### config.mk
export PLATFORM = sky130hd
export DESIGN_NAME = icwdt_watchdog
export DESIGN_NICKNAME = d
export VERILOG_FILES = /design/src/icwdt_pkg.sv /design/src/icwdt_cnt_if.sv /design/src/icwdt_down_counter.sv /design/src/icwdt_watchdog.sv
export VERILOG_INCLUDE_DIRS = /design/src
export SDC_FILE = /design/constraint.sdc
export NUM_CORES = 1
export LEC_CHECK = 0
export BUFFER_PORTS_ARGS = -buffer_cell sky130_fd_sc_hd__buf_4
export CORE_MARGIN = 1.5
export CORE_UTILIZATION = 48
export CTS_BUF_LIST = sky130_fd_sc_hd__clkbuf_4 sky130_fd_sc_hd__clkbuf_8
export DETAILED_ROUTE_END_ITERATION = 8
export HOLD_SLACK_MARGIN = 0.02
export PLACE_DENSITY = 0.76
export SKIP_CTS_REPAIR_TIMING = 1
export SLEW_MARGIN = 20
export SYNTH_ARGS = -nofsm -noshare
export SYNTH_HDL_FRONTEND = slang
export SYNTH_HIERARCHICAL = 1
export SYNTH_SLANG_ARGS = --single-unit
### constraint.sdc
create_clock -name clock -period 2.1 [get_ports clock]
set_input_delay 0.42 -clock clock [delete_from_list [all_inputs] [get_ports clock]]
set_output_delay 0.42 -clock clock [all_outputs]
set_load 0.01 [all_outputs]
### src/icwdt_map.svh
// icwdt_map.svh: counter width, load value and flag reset values of the watchdog.
// assumes inclusion by bare name from the package and design files.
`ifndef ICWDT_MAP_SVH
`define ICWDT_MAP_SVH

`define ICWDT_CNT_W 16
`define ICWDT_CNT_INIT 16'hffff
`define ICWDT_CNT_ZERO 16'h0000
`define ICWDT_CNT_ONE 16'h0001
`define ICWDT_ENABLE_RST 1'b1
`define ICWDT_FLAG_RST 1'b0
`define ICWDT_PIN_IDLE 1'b1

`endif

### src/icwdt_pkg.sv
// icwdt_pkg: types shared by the watchdog design files.
// assumes icwdt_map.svh is reachable on the include path.
`include "icwdt_map.svh"

package icwdt_pkg;

  // tracks whether the last executed instruction was the disable instruction
  typedef enum logic [1:0]
  {
    ICWDT_SEQ_IDLE = 2'b01,
    ICWDT_SEQ_DIS = 2'b10
  } icwdt_seq_t;

  typedef logic [`ICWDT_CNT_W-1:0] icwdt_count_t;

endpackage

### src/icwdt_cnt_if.sv
// icwdt_cnt_if: link between watchdog control and its down-counter.
// assumes both ends run on the same clock.
`timescale 1ns/10ps

interface icwdt_cnt_if;
  import icwdt_pkg::*;
  logic load;
  logic dec;
  logic underflow;
  icwdt_count_t count;

  modport ctrl (output load, output dec, input underflow, input count);
  modport cnt (input load, input dec, output underflow, output count);
endinterface

### src/icwdt_down_counter.sv
// icwdt_down_counter: 16-bit down-counter clocked by instruction-cycle pulses.
// assumes load and dec come from logic on the same clock; load has priority.
`timescale 1ns/10ps
`include "icwdt_map.svh"

module icwdt_down_counter
  import icwdt_pkg::*;
(
  input wire logic clock,
  input wire logic rst_n,
  icwdt_cnt_if.cnt port
);

  icwdt_count_t count_ff;

  ////////////////////////////////////////////////////////////////////////////////
  // count value, wraps from zero to all ones on underflow
  always_ff @(posedge clock or negedge rst_n)
  begin
    if (!rst_n)
      count_ff <= `ICWDT_CNT_INIT;
    else if (port.load)
      count_ff <= `ICWDT_CNT_INIT;
    else if (port.dec)
      count_ff <= count_ff - `ICWDT_CNT_ONE; // zero wraps to all ones
  end

  // underflow: a count pulse while already at zero
  assign port.underflow = port.dec && !port.load && (count_ff == `ICWDT_CNT_ZERO);
  assign port.count = count_ff;

endmodule // icwdt_down_counter

### src/icwdt_watchdog.sv
// icwdt_watchdog: program run-away watchdog with refresh skip and open-drain reset.
// assumes instruction strobes and count ticks come from the core on the same clock;
// the reset pin level arrives from outside and is synchronised here.
`timescale 1ns/10ps
`include "icwdt_map.svh"

// Behaviour
// after reset the counter starts at all ones, one decrement per instruction cycle.
// a count pulse at zero is an underflow and sets the first flag.
// underflow with first flag set sets second flag and watchdog reset.
// watchdog reset turns on the reset pin driver, pulling it low.
// software must refresh within 65534 machine cycles while watchdog used.
// enable flag set by system reset and back-up entry; enables reset function.
// disable immediately followed by refresh clears the enable flag.
// disable alone leaves the watchdog running and enable unchanged.
// refresh with first flag set clears it and skips the next instruction.
// refresh with first flag clear does not skip.
// the refresh skip still works while the reset function is disabled.
// back-up mode entry reinitialises first flag and counter.
// software repeats the disable pair after each return from back-up.
// software should refresh just before entering back-up mode.
// the resulting system reset reloads counter and clears both flags.
module icwdt_watchdog
  import icwdt_pkg::*;
(
  input wire logic clock,
  input wire logic rst_n,
  input wire logic instr_tick,
  input wire logic instr_valid,
  input wire logic refresh_instruction,
  input wire logic disable_instruction,
  input wire logic ram_backup_entry,
  input wire logic reset_pin_in,
  output logic reset_pin_out,
  output logic reset_pin_oe,
  output logic skip_next,
  output logic watchdog_enable_flag,
  output logic first_underflow_flag,
  output logic second_underflow_flag,
  output icwdt_count_t watchdog_down_counter
);

  logic pin_meta_ff;
  logic pin_sync_ff;
  logic sys_reset_seen;
  logic reinit;
  logic refresh_exec;
  logic enable_ff;
  logic flag1_ff;
  logic flag2_ff;
  logic skip_ff;
  logic nxt_skip;
  icwdt_seq_t seq_ff;
  icwdt_seq_t nxt_seq;

  icwdt_cnt_if cnt_link ();

  ////////////////////////////////////////////////////////////////////////////////
  // reset pin synchroniser; only the second stage is looked at
  always_ff @(posedge clock or negedge rst_n)
  begin
    if (!rst_n)
    begin
      pin_meta_ff <= `ICWDT_PIN_IDLE;
      pin_sync_ff <= `ICWDT_PIN_IDLE;
    end
    else
    begin
      pin_meta_ff <= reset_pin_in;
      pin_sync_ff <= pin_meta_ff;
    end
  end

  // a low pin, from any driver, is a system reset of the watchdog
  assign sys_reset_seen = !pin_sync_ff;
  assign reinit = sys_reset_seen || ram_backup_entry;
  assign refresh_exec = instr_valid && refresh_instruction;

  ////////////////////////////////////////////////////////////////////////////////
  // counter: reloaded by system reset and back-up entry, else counts ticks
  assign cnt_link.load = reinit; // see R12
  assign cnt_link.dec = instr_tick;

  icwdt_down_counter u_counter
  (
    .clock (clock),
    .rst_n (rst_n),
    .port (cnt_link.cnt)
  );

  ////////////////////////////////////////////////////////////////////////////////
  // instruction pair tracker: remembers that the previous instruction was disable
  always_comb
  begin
    nxt_seq = seq_ff;
    case (seq_ff)
      ICWDT_SEQ_IDLE:
        if (instr_valid && disable_instruction)
          nxt_seq = ICWDT_SEQ_DIS;
      ICWDT_SEQ_DIS:
        if (instr_valid && !disable_instruction)
          nxt_seq = ICWDT_SEQ_IDLE; // any other instruction breaks the pair
      default:
        nxt_seq = ICWDT_SEQ_IDLE;
    endcase
    if (reinit)
      nxt_seq = ICWDT_SEQ_IDLE;
  end

  always_ff @(posedge clock or negedge rst_n)
  begin
    if (!rst_n)
      seq_ff <= ICWDT_SEQ_IDLE;
    else
      seq_ff <= nxt_seq;
  end

  ////////////////////////////////////////////////////////////////////////////////
  // enable flag: set by resets, cleared only by disable then refresh
  always_ff @(posedge clock or negedge rst_n)
  begin
    if (!rst_n)
      enable_ff <= `ICWDT_ENABLE_RST;
    else if (reinit)
      enable_ff <= `ICWDT_ENABLE_RST;
    else if (seq_ff == ICWDT_SEQ_DIS && refresh_exec)
      enable_ff <= 1'b0;
  end

  ////////////////////////////////////////////////////////////////////////////////
  // first flag: underflow sets it and wins over a refresh in the same cycle
  always_ff @(posedge clock or negedge rst_n)
  begin
    if (!rst_n)
      flag1_ff <= `ICWDT_FLAG_RST;
    else if (reinit)
      flag1_ff <= `ICWDT_FLAG_RST; // see R12
    else if (cnt_link.underflow)
      flag1_ff <= 1'b1;
    else if (refresh_exec)
      flag1_ff <= 1'b0;
  end

  ////////////////////////////////////////////////////////////////////////////////
  // second flag: a second underflow while enabled raises the watchdog reset
  always_ff @(posedge clock or negedge rst_n)
  begin
    if (!rst_n)
      flag2_ff <= `ICWDT_FLAG_RST;
    else if (sys_reset_seen)
      flag2_ff <= `ICWDT_FLAG_RST;
    else if (cnt_link.underflow && flag1_ff && enable_ff)
      flag2_ff <= 1'b1;
  end

  ////////////////////////////////////////////////////////////////////////////////
  // skip request: independent of the enable flag, so it works when disabled
  assign nxt_skip = refresh_exec && flag1_ff && !reinit; // see R09, see R10

  always_ff @(posedge clock or negedge rst_n)
  begin
    if (!rst_n)
      skip_ff <= 1'b0;
    else
      skip_ff <= nxt_skip;
  end

  ////////////////////////////////////////////////////////////////////////////////
  // open-drain reset pin: drives low only; the pin's low level clears flag2,
  // so the pulse lasts only until the synchroniser sees it (a few cycles)
  assign reset_pin_out = 1'b0;
  assign reset_pin_oe = flag2_ff;
  assign skip_next = skip_ff;
  assign watchdog_enable_flag = enable_ff;
  assign first_underflow_flag = flag1_ff;
  assign second_underflow_flag = flag2_ff;
  assign watchdog_down_counter = cnt_link.count;
endmodule // icwdt_watchdog

==> flow_summary_export.csv <==
group,metric,value,unit
die,core.rowCount,17,
clocking,path_clk_slew,0.14,ns
setup_path,crit_path_top_delay_cell,"sky130_fd_sc_hd__or4_4",
grt,global_route.peak_usage_layer,"met2",
setup_path,path_class,"reg -> reg",
run,max-cap-violations,0,
sta,fmax,492,MHz
cells_and_area,layout_commonest_cell,"sky130_fd_sc_hd__buf_4",
die,die_area,2710,um2
sta,grt_setup_unrepaired,"no",
die,i_o_pin_cnt,30,
min_path,hp-class,"in -> reg",
sta,final.hold.worst_slack,0.210,ns
cells_and_area,post_route_cells_drive_above_1_share,0.438,
status,outcome,"finished, final reports clean",
setup_path,cp_max_fo,5,
clocking,tritoncts,"done",
setup_path,crit_path_frequent_cell,"sky130_fd_sc_hd__or4_4",
sta,clock-skew-final,0.0160,ns
grt,grt_overflow,0,
clocking,cts.path.max_buffers,2,
grt,gr-usage-met3,0.0345,
routing,drt_iter0_drc,11,
routing,remaining_drc_errors,0,
yosys,synth_cell_type_count,33,
routing,total_number_of_vias,896,
routing,postRouteWirelength,2260,um
die,dieHeight,52.1,um
sta,final_max_slew_viol_count,0,
yosys,synth_seq_area_share,0.541,
clocking,cts.sink_count,24,
routing,postRouteAntennaNets,0,
cells_and_area,num-nets-final,154,
yosys,per_instance_average_area_after_synthesis,10.2,um2
grt,grt_pass1_vias,811,
die,core,2230,um2
setup_path,cpPeakStageDelay,0.53,ns
grt,track_usage,0.187,
sta,fin_crit_sh,0.969,
setup_path,cp_cell_sequence,"or4_4 -> or4_4 -> or4_1 -> nand3_1",
grt,grt_start_max_net_pins,25,
cells_and_area,antenna_cells,0,
grt,grt_util_met2,0.302,
placement,placed_cell_area,1400,um2
yosys,postSynthNetCount,122,
pwr,power.density,583,nW/um2
grt,met1_track_utilization_from_global_routing,0.252,
grt,antenna_found_initial,0,
cells_and_area,layout_common_cells,"sky130_fd_sc_hd__buf_4, sky130_fd_sc_hd__dfstp_2, sky130_fd_sc_hd__nand2_1",
setup_path,critPathRequiredTime,2.35,ns
yosys,synth_top_cell_by_area,"sky130_fd_sc_hd__dfstp_2",
routing,drt_pre_antenna_iters,4,
yosys,synthesis.yosys.warnings,6,
routing,wl_per_cell,13.1,um
clocking,cts_root_buffer,"sky130_fd_sc_hd__clkbuf_4",
yosys,top_flip_flop_cell_by_instance_count_after_synthesis,"sky130_fd_sc_hd__dfstp_2",
setup_path,crit_path_start_kind,"flip-flop",
setup_path,critical_path_arrival,2.28,ns
die,floorplan.initialDensity,0.518,
cells_and_area,fin_area,1460,um2
yosys,yosysTopAreaCellShare,0.455,
clocking,htreeDepth,1,
yosys,synth_cells,113,
yosys,proportion_of_synthesized_flip_flops_having_asynchronous_set_or_reset,1.00,
routing,routed_via_density,5.21,
sta,final_period_minus_worst_setup_slack,2.03,ns
setup_path,endpoint_kind,"flip-flop",
cells_and_area,final_core_utilization,0.654,
pwr,power.static_leakage,0.000574,uW
die,die_width,52.1,um
placement,place.gp.congestion,0.787,
clocking,cts_buffers,3,
sta,finalSetupViolations,0,
placement,place_hpwl,1670,um
clocking,clock_insertion_delay_worst_skew,0.31,ns
placement,placement.io_buffers,28,
pwr,irDropWorstVdd,0.483,mV
yosys,yosys_register_bits,24,
yosys,synth_enable_flop_cells,0,
yosys,synthesis.area,1160,um2
sta,final-hold-violation-count,0,
yosys,synth.top_cells.by_area,"sky130_fd_sc_hd__dfstp_2, sky130_fd_sc_hd__dfrtp_1, sky130_fd_sc_hd__xnor2_1",
cells_and_area,layout-area-overhead-vs-synth,26.3,%
grt,grt_pass1_wl,3680,um
==> critical path: cells and delay by family (launching register included) <==
kind	cells	cell delay, ns
AND/OR/NAND/NOR	4	1.55
flip-flops	1	0.41
==> layout make-up <==
cell class | instances | area, um2
fill | 191 | 773
sequential | 24 | 626
multi-input combinational | 80 | 489
timing repair buffer | 32 | 243
tap | 28 | 35.0
clock inverter | 1 | 30.0
clock buffer | 3 | 22.5
inverter | 4 | 15.0
==> metrics by stage <==
step / instances / setup TNS [ns] / total power [uW] / setup WS (ns)
floorplan: 113 / 0 / 502 / 0.0161
global route: 172 / 0 / 884 / 0.0155
detailed placement: 167 / 0 / 527 / 0.0139
global placement: 167 / 0 / 525 / 0.0344
finish: 172 / 0 / 852 / 0.0660
CTS: 171 / -0.0158 / 856 / -0.0158
==> Yosys cell counts, drive strengths merged (3+ instances only) <==
library cell   n
nand2         18
o21ai          7
nand3          5
clkbuf         3
dfstp         20
nor3           5
nor2           6
inv            4
dfrtp          4
or4            6
or3            6
xnor2          9
nor4           3
==> worst paths after layout <==
check                           cells after the start                        to               startpoint  slack [ns]
worst max-delay path                                4  u_counter/port.count[15]  u_counter/port.count[9]        0.07
worst min-delay path                                1               pin_meta_ff             reset_pin_in        0.21
worst max register to register                      4  u_counter/port.count[15]  u_counter/port.count[9]        0.07
worst min register to register                      0               pin_sync_ff              pin_meta_ff        0.36
max in group asynchronous                           2      watchdog_enable_flag                    rst_n        1.28
min in group asynchronous                           2                 seq_ff[1]                    rst_n        0.54
==> flip-flops by register name, indices dropped and copies added (netlist names) <==
name and flops:
first_underflow_flag 1, pin_meta_ff 1, pin_sync_ff 1, reset_pin_oe 1
seq_ff 2, skip_next 1, u_counter/port.count 16, watchdog_enable_flag 1
==> logic make-up after synthesis <==
group                    Yosys count  share of synthesized area
AO/OA/AOI/OAI                     10                     0.0498
XOR/XNOR                          10                     0.0758
adder cells (fa/ha/maj)            1                     0.0108
buffers and inverters              9                     0.0357
flip-flops                        24                      0.541
other                              1                    0.00324
AND/OR/NAND/NOR                   58                      0.284
==> power by group <==
part | leakage (uW) | switching, uW | internal [uW]
Clock | 0.0000279 | 138 | 193
Sequential | 0.000266 | 3.38 | 471
Combinational | 0.000280 | 27.7 | 18.3
Total | 0.000574 | 169 | 682
==> per-layer routing <==
| metal | vias up | part of all wire |
|---|---|---|
| met5 | - | 0 |
| met4 | 0 | 0.0053 |
| li1 | 450 | - |
| met1 | 430 | 0.49 |
| met2 | 14 | 0.47 |
| met3 | 2 | 0.029 |
No activity file was read; power rests on OpenSTA's default activity.
